$ cat config.mk
export PLATFORM = sky130hd
export DESIGN_NAME = sscl_top
export DESIGN_NICKNAME = d
export VERILOG_FILES = /design/src/sscl_pkg.sv /design/src/sscl_sync.sv /design/src/sscl_tick.sv /design/src/sscl_top.sv
export SDC_FILE = /design/constraint.sdc
export NUM_CORES = 1
export LEC_CHECK = 0
export BUFFER_PORTS_ARGS = -buffer_cell sky130_fd_sc_hd__buf_2
export CAP_MARGIN = 20
export CORE_ASPECT_RATIO = 0.5
export CORE_MARGIN = 5
export CORE_UTILIZATION = 60
export CTS_CLUSTER_SIZE = 10
export DETAILED_ROUTE_END_ITERATION = 6
export PLACE_DENSITY_LB_ADDON = 0.25
export SYNTH_ARGS = -nofsm -noshare
export SYNTH_HDL_FRONTEND = slang
export SYNTH_HIERARCHICAL = 1
export SYNTH_SLANG_ARGS = --single-unit
$ cat constraint.sdc
create_clock -name CORE_CLK -period 4.14 [get_ports CORE_CLK]
set_input_delay 0.621 -clock CORE_CLK [delete_from_list [all_inputs] [get_ports CORE_CLK]]
set_output_delay 0.621 -clock CORE_CLK [all_outputs]
set_load 0.03 [all_outputs]
$ cat src/sscl_pkg.sv
// Package with constants and types for the start/stop command logic
// ==========================================================================
package sscl_pkg;

  // ========================================================================
  // Stop selection encodings
  localparam logic [13:0] STOP_SEL_RESET   = 14'h270f;
  localparam logic [13:0] STOP_SEL_DECEL_A = 14'h270f;
  localparam logic [13:0] STOP_SEL_DECEL_B = 14'h22b8;
  localparam logic [13:0] STOP_SEL_LO_MAX  = 14'h0064;
  localparam logic [13:0] STOP_SEL_HI_MIN  = 14'h03e8;
  localparam logic [13:0] STOP_SEL_HI_MAX  = 14'h044c;

  // ========================================================================
  // Terminal function codes
  localparam logic [7:0] FUNC_STOP      = 8'h19;
  localparam logic [7:0] FUNC_FWD_START = 8'h3c;
  localparam logic [7:0] FUNC_REV_START = 8'h3d;
  localparam int         TERM_COUNT     = 8;
  localparam logic [7:0] TERM_RESET     = 8'hff;

  // ========================================================================
  // Timing
  localparam int CLK_HZ          = 200000000;
  localparam int SEC_TICK_CYCLES = CLK_HZ;

  typedef enum logic [1:0] {
    SSCL_IDLE  = 2'b00,
    SSCL_RUN   = 2'b01,
    SSCL_DECEL = 2'b11,
    SSCL_COAST = 2'b10
  } sscl_state_e;

  typedef struct packed {
    logic run;
    logic reverse;
    logic decel;
    logic coast;
  } sscl_cmd_s;

endpackage : sscl_pkg

$ cat src/sscl_sync.sv
// Two flip-flop synchroniser for a bus of pin levels
`timescale 1ns/1ps
module sscl_sync #(
  parameter int W = 1
) (
  input  wire logic         clk,
  input  wire logic         rst_b,
  input  wire logic [W-1:0] d,
  output logic      [W-1:0] q
);
  logic [W-1:0] meta_q;

  always_ff @(posedge clk or negedge rst_b) begin
    if (!rst_b) begin
      meta_q <= '0;
      q      <= '0;
    end else begin
      meta_q <= d;
      q      <= meta_q;
    end
  end
endmodule : sscl_sync

$ cat src/sscl_tick.sv
// Divider giving a one-cycle enable once per second
`timescale 1ns/1ps
module sscl_tick #(
  parameter int CYCLES = sscl_pkg::SEC_TICK_CYCLES
) (
  input  wire logic clk,
  input  wire logic rst_b,
  input  wire logic clr,
  output logic      tick
);
  logic [31:0] cnt_q;

  initial begin
    if (CYCLES < 2) $error("CYCLES must be at least 2");
  end

  always_ff @(posedge clk or negedge rst_b) begin
    if (!rst_b) begin
      cnt_q <= '0;
      tick  <= 1'b0;
    end else if (clr) begin
      cnt_q <= '0;
      tick  <= 1'b0;
    end else if (cnt_q == 32'(CYCLES - 1)) begin
      cnt_q <= '0;
      tick  <= 1'b1;
    end else begin
      cnt_q <= cnt_q + 32'h1;
      tick  <= 1'b0;
    end
  end
endmodule : sscl_tick

$ cat src/sscl_top.sv
// Start/stop command decoding with three-wire latch and stop method
`timescale 1ns/1ps
module sscl_top #(
  parameter int SEC_CYCLES = sscl_pkg::SEC_TICK_CYCLES,
  parameter int NTERM      = sscl_pkg::TERM_COUNT
) (
  input  wire logic                CORE_CLK,
  input  wire logic                RST_B,
  input  wire logic [NTERM-1:0]    TERM_IN,
  input  wire logic                JOG_IN,
  input  wire logic                OUTPUT_SHUTOFF_INPUT,
  input  wire logic                STOP_SEL_WR,
  input  wire logic [13:0]         STOP_SEL_WDATA,
  input  wire logic                TERM_FUNC_WR,
  input  wire logic [7:0]          TERM_FUNC_IDX,
  input  wire logic [7:0]          TERM_FUNC_WDATA,
  output logic [13:0]              STOP_SEL_PARAM,
  output logic                     STOP_SEL_REJECT,
  output logic                     TERM_FUNC_REJECT,
  output logic                     RUN_CMD,
  output logic                     REVERSE_CMD,
  output logic                     DECEL_CMD,
  output logic                     COAST_CMD,
  output logic                     OUTPUT_ENABLE,
  output logic                     START_LATCHED
);

  // ========================================================================
  // Parameter checks
  initial begin
    if (NTERM < 3 || NTERM > 255) $error("NTERM must be 3..255");
  end

  // ========================================================================
  // Input synchronisation
  logic [NTERM-1:0] term_s;
  logic             jog_s;
  logic             shut_s;

  sscl_sync #(.W(NTERM + 2)) u_sync (
    .clk   (CORE_CLK),
    .rst_b (RST_B),
    .d     ({JOG_IN, OUTPUT_SHUTOFF_INPUT, TERM_IN}),
    .q     ({jog_s, shut_s, term_s})
  );

  // ========================================================================
  // Terminal function assignment
  logic [7:0] func_q [NTERM];
  logic       func_ok;

  always_comb begin
    func_ok = 1'b1;
    if (TERM_FUNC_IDX >= 8'(NTERM)) func_ok = 1'b0;
    if (TERM_FUNC_WDATA == sscl_pkg::FUNC_FWD_START && TERM_FUNC_IDX != 8'h00) func_ok = 1'b0;
    if (TERM_FUNC_WDATA == sscl_pkg::FUNC_REV_START && TERM_FUNC_IDX != 8'h01) func_ok = 1'b0;
  end

  genvar gi;
  generate
    for (gi = 0; gi < NTERM; gi++) begin : g_func
      always_ff @(posedge CORE_CLK or negedge RST_B) begin
        if (!RST_B) begin
          if (gi == 0) func_q[gi] <= sscl_pkg::FUNC_FWD_START;
          else if (gi == 1) func_q[gi] <= sscl_pkg::FUNC_REV_START;
          else if (gi == 2) func_q[gi] <= sscl_pkg::FUNC_STOP;
          else func_q[gi] <= sscl_pkg::TERM_RESET;
        end else if (TERM_FUNC_WR && func_ok && TERM_FUNC_IDX == 8'(gi)) begin
          func_q[gi] <= TERM_FUNC_WDATA;
        end
      end
    end
  endgenerate

  always_ff @(posedge CORE_CLK or negedge RST_B) begin
    if (!RST_B) begin
      TERM_FUNC_REJECT <= 1'b0;
    end else begin
      TERM_FUNC_REJECT <= TERM_FUNC_WR && !func_ok;
    end
  end

  // Signals picked from terminals by function code
  logic fwd_in;
  logic rev_in;
  logic stop_in;

  always_comb begin
    fwd_in  = (func_q[0] == sscl_pkg::FUNC_FWD_START) && term_s[0];
    rev_in  = (func_q[1] == sscl_pkg::FUNC_REV_START) && term_s[1];
    stop_in = 1'b0;
    for (int i = 0; i < NTERM; i++) begin
      if (func_q[i] == sscl_pkg::FUNC_STOP && term_s[i]) stop_in = 1'b1;
    end
  end

  // ========================================================================
  // Stop selection setting
  logic sel_ok;

  always_comb begin
    sel_ok = (STOP_SEL_WDATA <= sscl_pkg::STOP_SEL_LO_MAX)
          || (STOP_SEL_WDATA >= sscl_pkg::STOP_SEL_HI_MIN && STOP_SEL_WDATA <= sscl_pkg::STOP_SEL_HI_MAX)
          || (STOP_SEL_WDATA == sscl_pkg::STOP_SEL_DECEL_A)
          || (STOP_SEL_WDATA == sscl_pkg::STOP_SEL_DECEL_B);
  end

  always_ff @(posedge CORE_CLK or negedge RST_B) begin
    if (!RST_B) begin
      STOP_SEL_PARAM  <= sscl_pkg::STOP_SEL_RESET;
      STOP_SEL_REJECT <= 1'b0;
    end else begin
      STOP_SEL_REJECT <= STOP_SEL_WR && !sel_ok;
      if (STOP_SEL_WR && sel_ok) STOP_SEL_PARAM <= STOP_SEL_WDATA;
    end
  end

  logic        mode_dir;
  logic        decel_stop;
  logic [13:0] coast_secs;

  always_comb begin
    mode_dir   = (STOP_SEL_PARAM == sscl_pkg::STOP_SEL_DECEL_B)
              || (STOP_SEL_PARAM >= sscl_pkg::STOP_SEL_HI_MIN && STOP_SEL_PARAM <= sscl_pkg::STOP_SEL_HI_MAX);
    decel_stop = (STOP_SEL_PARAM == sscl_pkg::STOP_SEL_DECEL_A)
              || (STOP_SEL_PARAM == sscl_pkg::STOP_SEL_DECEL_B);
    if (STOP_SEL_PARAM >= sscl_pkg::STOP_SEL_HI_MIN && STOP_SEL_PARAM <= sscl_pkg::STOP_SEL_HI_MAX) begin
      coast_secs = STOP_SEL_PARAM - sscl_pkg::STOP_SEL_HI_MIN;
    end else begin
      coast_secs = STOP_SEL_PARAM;
    end
  end

  // ========================================================================
  // Start decoding and three-wire latch
  logic req_run;
  logic req_rev;

  always_comb begin
    if (mode_dir) begin
      req_run = fwd_in;
      req_rev = rev_in;
    end else begin
      req_run = fwd_in ^ rev_in;
      req_rev = rev_in && !fwd_in;
    end
  end

  logic three_wire;
  logic fwd_d1_q;
  logic rev_d1_q;
  logic latch_q;
  logic latch_rev_q;
  logic fwd_fall;
  logic rev_fall;

  assign three_wire = stop_in || jog_s;
  assign fwd_fall   = fwd_d1_q && !fwd_in;
  assign rev_fall   = rev_d1_q && !rev_in;

  always_ff @(posedge CORE_CLK or negedge RST_B) begin
    if (!RST_B) begin
      fwd_d1_q <= 1'b0;
      rev_d1_q <= 1'b0;
    end else begin
      fwd_d1_q <= fwd_in;
      rev_d1_q <= rev_in;
    end
  end

  // Latch is untouched by output shutoff
  always_ff @(posedge CORE_CLK or negedge RST_B) begin
    if (!RST_B) begin
      latch_q     <= 1'b0;
      latch_rev_q <= 1'b0;
    end else if (jog_s) begin
      latch_q <= latch_q;
    end else if (!stop_in) begin
      latch_q <= 1'b0;
    end else if (mode_dir && fwd_fall) begin
      latch_q     <= 1'b1;
      latch_rev_q <= rev_in;
    end else if (!mode_dir && (fwd_fall || rev_fall)) begin
      latch_q     <= 1'b1;
      latch_rev_q <= rev_fall;
    end
  end

  logic eff_run;
  logic eff_rev;

  always_comb begin
    if (jog_s) begin
      eff_run = req_run;
      eff_rev = req_rev;
    end else if (three_wire) begin
      eff_run = latch_q || req_run || fwd_fall || (!mode_dir && rev_fall);
      if (req_run) eff_rev = req_rev;
      else if (mode_dir) eff_rev = rev_in;
      else if (fwd_fall || rev_fall) eff_rev = rev_fall;
      else eff_rev = latch_rev_q;
    end else begin
      eff_run = req_run;
      eff_rev = req_rev;
    end
  end

  // ========================================================================
  // Run state and stop method
  sscl_pkg::sscl_state_e state_q;
  logic [13:0]           secs_q;
  logic                  sec_tick;

  sscl_tick #(.CYCLES(SEC_CYCLES)) u_tick (
    .clk   (CORE_CLK),
    .rst_b (RST_B),
    .clr   (state_q != sscl_pkg::SSCL_DECEL),
    .tick  (sec_tick)
  );

  always_ff @(posedge CORE_CLK or negedge RST_B) begin
    if (!RST_B) begin
      state_q <= sscl_pkg::SSCL_IDLE;
      secs_q  <= '0;
    end else if (shut_s) begin
      state_q <= sscl_pkg::SSCL_COAST;
      secs_q  <= '0;
    end else begin
      case (state_q)
        sscl_pkg::SSCL_IDLE, sscl_pkg::SSCL_COAST: begin
          if (eff_run) state_q <= sscl_pkg::SSCL_RUN;
          else state_q <= sscl_pkg::SSCL_IDLE;
        end
        sscl_pkg::SSCL_RUN: begin
          secs_q <= '0;
          if (!eff_run) begin
            if (!decel_stop && coast_secs == 14'h0000) state_q <= sscl_pkg::SSCL_COAST;
            else state_q <= sscl_pkg::SSCL_DECEL;
          end
        end
        sscl_pkg::SSCL_DECEL: begin
          if (eff_run) begin
            state_q <= sscl_pkg::SSCL_RUN;
          end else if (!decel_stop && sec_tick) begin
            secs_q <= secs_q + 14'h0001;
            if (secs_q + 14'h0001 >= coast_secs) state_q <= sscl_pkg::SSCL_COAST;
          end
        end
        default: state_q <= sscl_pkg::SSCL_IDLE;
      endcase
    end
  end

  always_ff @(posedge CORE_CLK or negedge RST_B) begin
    if (!RST_B) begin
      RUN_CMD       <= 1'b0;
      REVERSE_CMD   <= 1'b0;
      DECEL_CMD     <= 1'b0;
      COAST_CMD     <= 1'b0;
      OUTPUT_ENABLE <= 1'b0;
      START_LATCHED <= 1'b0;
    end else begin
      RUN_CMD       <= eff_run && !shut_s;
      if (eff_run) REVERSE_CMD <= eff_rev;
      DECEL_CMD     <= (state_q == sscl_pkg::SSCL_DECEL) && !eff_run && !shut_s;
      COAST_CMD     <= shut_s || (state_q == sscl_pkg::SSCL_COAST && !eff_run);
      OUTPUT_ENABLE <= !shut_s && (state_q == sscl_pkg::SSCL_RUN || state_q == sscl_pkg::SSCL_DECEL);
      START_LATCHED <= latch_q;
    end
  end

endmodule : sscl_top

======== Word level (Yosys, flattened, before mapping) ========
Cells that the tools add are included.
word-level totals
  register bits after elaboration ......... 159
  input bits .............................. 44
  output and inout bits ................... 22
  word-level logic and storage cells ...... 186
operators by class
  add/subtract/negate cells ............... 3
  magnitude comparators ................... 7
  equality and inequality tests ........... 35
  muxes and demuxes ....................... 42
  bitwise gates (word level) .............. 2
  reductions and logical operators ........ 70
operators with widths
  kind                                                                                    number
  8-bit by 5-bit equality test with 1-bit output (second input constant)                  8
  32-bit two-way mux                                                                      2
  14-bit equality test (second input constant)                                            4
  14-bit two-way mux                                                                      4
  1-bit logical AND                                                                       39
  32-bit by 1-bit adder with 32-bit output (second input constant)                        1
  32-bit by 28-bit equality test with 1-bit output (second input constant)                1
  8-bit by 3-bit equality test with 1-bit output (second input constant)                  4
  8-bit by 6-bit equality test with 1-bit output (second input constant)                  4
  1-bit two-way mux                                                                       29
  14-bit by 10-bit greater-or-equal comparator with 1-bit output (second input constant)  2
  14-bit by 11-bit less-or-equal comparator with 1-bit output (second input constant)     2
  14-bit case mux with 2 select lines                                                     1
  8-bit by 2-bit equality test with 1-bit output (second input constant)                  2
  14-bit by 1-bit adder with 14-bit output (second input constant)                        1
  14-bit greater-or-equal comparator                                                      1
  14-bit by 7-bit less-or-equal comparator with 1-bit output (second input constant)      1
  14-bit logical NOT                                                                      1
  14-bit by 10-bit subtractor with 14-bit output (second input constant)                  1
  1-bit logical OR                                                                        12
  2-bit two-way mux                                                                       5
  3-bit by 2-bit != test with 1-bit output (second input constant)                        3
  3-bit AND reduction                                                                     3
  8-bit by 1-bit equality test with 1-bit output (second input constant)                  1
  18 further kinds                                                                        27

======== Longest topological paths before layout ========
  depth after elaboration ................. 16
  mapped depth ............................ 14
  gate-level depth less buffers ........... 13

======== Modules after synthesis ========
Netlist, hierarchy kept.
modules (own cells, without submodules)
  module     instances  cells each  area an instance (µm²)  seq. area each (µm²)
  sscl_top   1          453         5496.5                  2727.6
  sscl_tick  1          183         1795.5                  825.8
  sscl_sync  1          20          500.5                   500.5

======== Least setup slack after synthesis ========
No wires, ideal clock.
  kind .................................... register to register
  start ................................... register STOP_SEL_PARAM[7]
  end ..................................... register state_q[0]
  library setup time ...................... 0.078 ns
  data arrival time ....................... 3.328 ns
  required time ........................... 4.062 ns
  path slack .............................. 0.734 ns
  stages on the path, launching flop included .. 15
  path buffers ............................ 1
  clock period less this slack ............ 3.406 ns
  path through ............................ dfrtp_1 > clkbuf_1 > nand3_1 > or3_1 > a21o_2 > or2_2 > xor2_1 > ha_1 > a21o_1 > a21o_1 > a21oi_1 > o21ai_0 > a2111oi_0 > a311oi_1 > o2bb2ai_1
on the way
  cells in the longest elaborated chain, start to end .. 12
  elaborated cells on any way between the ends .. 32
  those cells by class .................... add/sub: 1; order compare: 3; eq/ne: 5; mux: 10; reduce/logical: 13
ends and longest elaborated chain
  item                                                                                                     RTL line         RTL
  start: declaration                                                                                       sscl_top.sv:17   output logic [13:0] STOP_SEL_PARAM,
  start signal: assignment                                                                                 sscl_top.sv:110  STOP_SEL_PARAM <= sscl_pkg::STOP_SEL_RESET;
  branches (longest 12 deep; another with 14-bit by 10-bit greater-or-equal comparator with 1-bit output)  -
  end signal: assignment                                                                                   sscl_top.sv:226  state_q <= sscl_pkg::SSCL_COAST;
  end signal: assignment                                                                                   sscl_top.sv:231  if (eff_run) state_q <= sscl_pkg::SSCL_RUN;
  end signal: assignment                                                                                   sscl_top.sv:243  state_q <= sscl_pkg::SSCL_RUN;
  end: declaration                                                                                         sscl_top.sv:210  sscl_pkg::sscl_state_e state_q;
Parallel ways; which one is timed is not known. The select of a mux whose other input is x is not followed.
A chain may end at the register's enable or synchronous reset.

======== Worst setup path after layout ========
  start ................................... register STOP_SEL_PARAM[3]
  end ..................................... register state_q[0]
Same word-level chain as after synthesis.

==> impl_results.md <==
* Status: completed
* Worst-path fanout max at 8
* Post-synthesis async set-or-reset flop share at 1.00
* RR Endpoint: state_q[0]
* Worst Setup End Kind: register
* Power per cell area at 396 nW/um2
* Biggest area consumer among synthesized cells: dfrtp_1
* Gr ovfl total at 0
* Area share of the largest cell type after synthesis at 0.318
* WL/cell at roughly 19 um
* Post-layout util at 0.697
* ANT cells at 0
* Residual DRC at 0
* Worst R2R Setup Slack at 0.64 ns
* Last element of the critical path: state_q[0]
* Unrepaired setup endpoints after global routing: false
* Reg2Reg Launch Point: STOP_SEL_PARAM[3]
* Cells on worst reg2reg path at 13
* Vias per cell at roughly 6.3
* Clock transition at path regs at ~0.070 ns
* Critical path required time at roughly 4.5 ns
* DR vias at between 5,000 and 6,000
* PortBufs at 65
* Worst IR drop on VDD at between 0.2 and 0.3 mV
* Initial antenna violation count at 0
* Fin area at 8850 um2
* Crit start category: register
* Final Max Tran Viols at 0
* Min cycle time layout at 3.50 ns
* Sequential share of the synthesized area at 0.520
* HP Class: in -> async
* DRT Wirelength at between 15,000 and 20,000 um
* Placed Area at between 8000 and 9000 um2
* Avg Cell Area, Syn at 11.9 um2
* Area grow syn2layout at 13.5%
* GRT Resource Usage Total at 0.230
* Overall Power at 3.51 mW
* Total core area at 12,700 um2
* Clock sinks at ~160
* Hpwl dp at between 10,000 and 15,000 um
* Multi-input gate area at approximately 3500 um2
* Hold buffers post-CTS at 0
* Clock Tree Buf Depth at 2
* Latest clock arrival within the worst-skew pair at approximately 0.43 ns
* Worst setup startpoint: STOP_SEL_PARAM[3]
* Vias in the first global route at 5,585
* Leakage power total at around 3.8 nW
* Syn_nets at 718
* CTS buffer count at 17
* Fill cells at 914
* First-pass GRT wire length at around 29,000 um
* Fmax at between 200 and 300 MHz
* Max-slew headroom at 0.331
* Syn Inst Count at 656
* Largest net degree at the start of global routing at 83
* CTS tree: yes
* Critical Path AT at a little under 4 ns
* Final #Nets at ~790
* Setup bufs post-CTS at 0
* DRT Pass-1 Iters at 5
* Synth cell types at 82
* Starting Density at 0.614
* Yosys reg bits at 159
* Measured slew at the worst slew-check pin at about 1 ns
* GPL Wtd Cong at approximately 0.9
* Setup TNS at 0 ns
* Row count at 29
* Die Area at about 16,000 um2
* Clock root buffer: clkbuf_16
* Final Hold Vio Count at 0
* Count of final setup violators at 0
* Reg area at 4050 um2
* Number of max-cap violations at 0
* Setup CP Type: reg -> reg
* Resized Gates After CTS at 0
* Post-route ant nets at 0
* Die height at 90.6 um
* Share of cells above drive strength 1 at 0.359
* Ys flop type: dfrtp_1
* Fin crit share at 0.845
* Post-synth EDFFs at 0
* CTS H-tree depth at 4
* Die span in x at between 150 and 200 um
* DR iter-0 viols at 512
* Worst Skew at about 0.016 ns
* IO Count at 66
* Synth area leaders: dfrtp_1 32%, dfstp_2 20%, mux2_2 11%
* Syn Std Cell Area at 7790 um2
* Ys Warns at 6
-- Yosys cell counts (all sizes together) (7+ instances only) --
library cell   n
or3           14
ha            18
buf           11
a32o          12
nand4         32
and4           7
a21oi         26
o21ai         22
clkbuf         8
nor4bb         8
xnor2         16
nand4b         8
or4           13
dfrtp         99
mux2          77
nand3         25
nand2         22
nor3          14
xor2          12
nor2          36
inv           22
nor2b          8
dfstp         60
-- critical path, stage by stage (launching register included) --
cell       delay [ns]
dfstp_2          0.58
o21ai_0          0.18
or3_1            0.42
a21o_2           0.28
or2_2            0.31
xor2_1           0.15
ha_1             0.30
a21o_1           0.16
a21o_1           0.18
a21oi_1          0.12
o21ai_0          0.09
a2111oi_0        0.41
a311oi_1         0.09
o2bb2ai_1        0.15
-- per-stage QoR --
step | setup WS, ns | instances | hold slack, ns
after floorplan | 0.734 | 656 | 0.325
after global placement | 0.817 | 874 | 0.332
after detailed placement | 0.678 | 874 | 0.336
after CTS | 0.655 | 906 | 0.250
after global routing | 0.261 | 906 | 0.280
final | 0.640 | 906 | 0.226
-- cell type report --
| class | instances | area share |
|---|---|---|
| sequential | 159 | 0.458 |
| multi-input combinational | 456 | 0.400 |
| clock buffer | 19 | 0.0525 |
| timing repair buffer | 67 | 0.0406 |
| inverter | 22 | 0.00934 |
| tap | 170 | 0.0240 |
| clock inverter | 13 | 0.0154 |
-- how the worst min path moves through the flow --
stage               slack, ns             start  cells after the start           endpoint
floorplan                0.33             RST_B                      0          COAST_CMD
global placement         0.33  u_sync/meta_q[8]                      0        u_sync/q[8]
detailed placement       0.34  u_sync/meta_q[6]                      0        u_sync/q[6]
CTS                      0.25             RST_B                      1  STOP_SEL_PARAM[6]
global route             0.28             RST_B                      1  STOP_SEL_PARAM[6]
finish                   0.23             RST_B                      1  STOP_SEL_PARAM[6]
-- sequential cells by signal, indices dropped and copies added, names as in the netlist --
name and count:
state_q 2, REVERSE_CMD 1, latch_rev_q 1, latch_q 1, DECEL_CMD 1, u_sync/q 10, OUTPUT_ENABLE 1, RUN_CMD 1
u_tick/tick 1, rev_d1_q 1, START_LATCHED 1, func_q 64, STOP_SEL_REJECT 1, fwd_d1_q 1, COAST_CMD 1, u_sync/meta_q 10
u_tick/cnt_q 32, STOP_SEL_PARAM 14, TERM_FUNC_REJECT 1, secs_q 14
-- cell usage in the layout, fill, tap and decap left out, drive strengths merged, types with 4 or more instances in the layout --
cell type  Yosys  layout
nor4           5       5
mux2          77      77
a21o           6       6
dfrtp         99      99
nor4b          4       4
or3           14      14
xnor2         16      16
and3           6       6
nor3b          6       6
and4           7       7
o21a           4       4
nor3          14      14
a32o          12      12
a21oi         26      26
nor4bb         8       8
clkbuf         8      19
ha            18      18
nand2         22      22
and2           4       4
o31ai          6       6
nand4b         8       8
buf           11      67
or4           13      13
o21ai         22      22
xor2          12      12
nor2          36      36
nor2b          8       8
dfstp         60      60
nand4         32      32
nand3         25      25
inv           22      31
-- routing by layer --
layer	share of wire	vias up	global-route usage	wire length, um
li1	-	2620	-	-
met1	0.45	2848	0.322	7800
met5	0	-	0	0
met4	0.017	0	0.0712	299
met2	0.48	176	0.365	8220
met3	0.051	30	0.0455	886
-- cells by family after synthesis --
logic type | after synthesis | synth area share
AO/OA/AOI/OAI | 109 | 0.104
adder cells (fa/ha/maj) | 18 | 0.0289
XOR/XNOR | 28 | 0.0315
multiplexers | 79 | 0.114
AND/OR/NAND/NOR | 222 | 0.175
buffers and inverters | 41 | 0.0258
flip-flops | 159 | 0.520
-- power breakdown --
part | internal, mW | total [mW] | leakage (nW) | switching [mW]
sequential | 1.60 | 1.65 | 1.94 | 0.0489
combinational | 0.101 | 0.287 | 1.52 | 0.187
clock | 0.857 | 1.57 | 0.295 | 0.711
total | 2.56 | 3.51 | 3.76 | 0.947
Power figures use the tool's default switching activity.
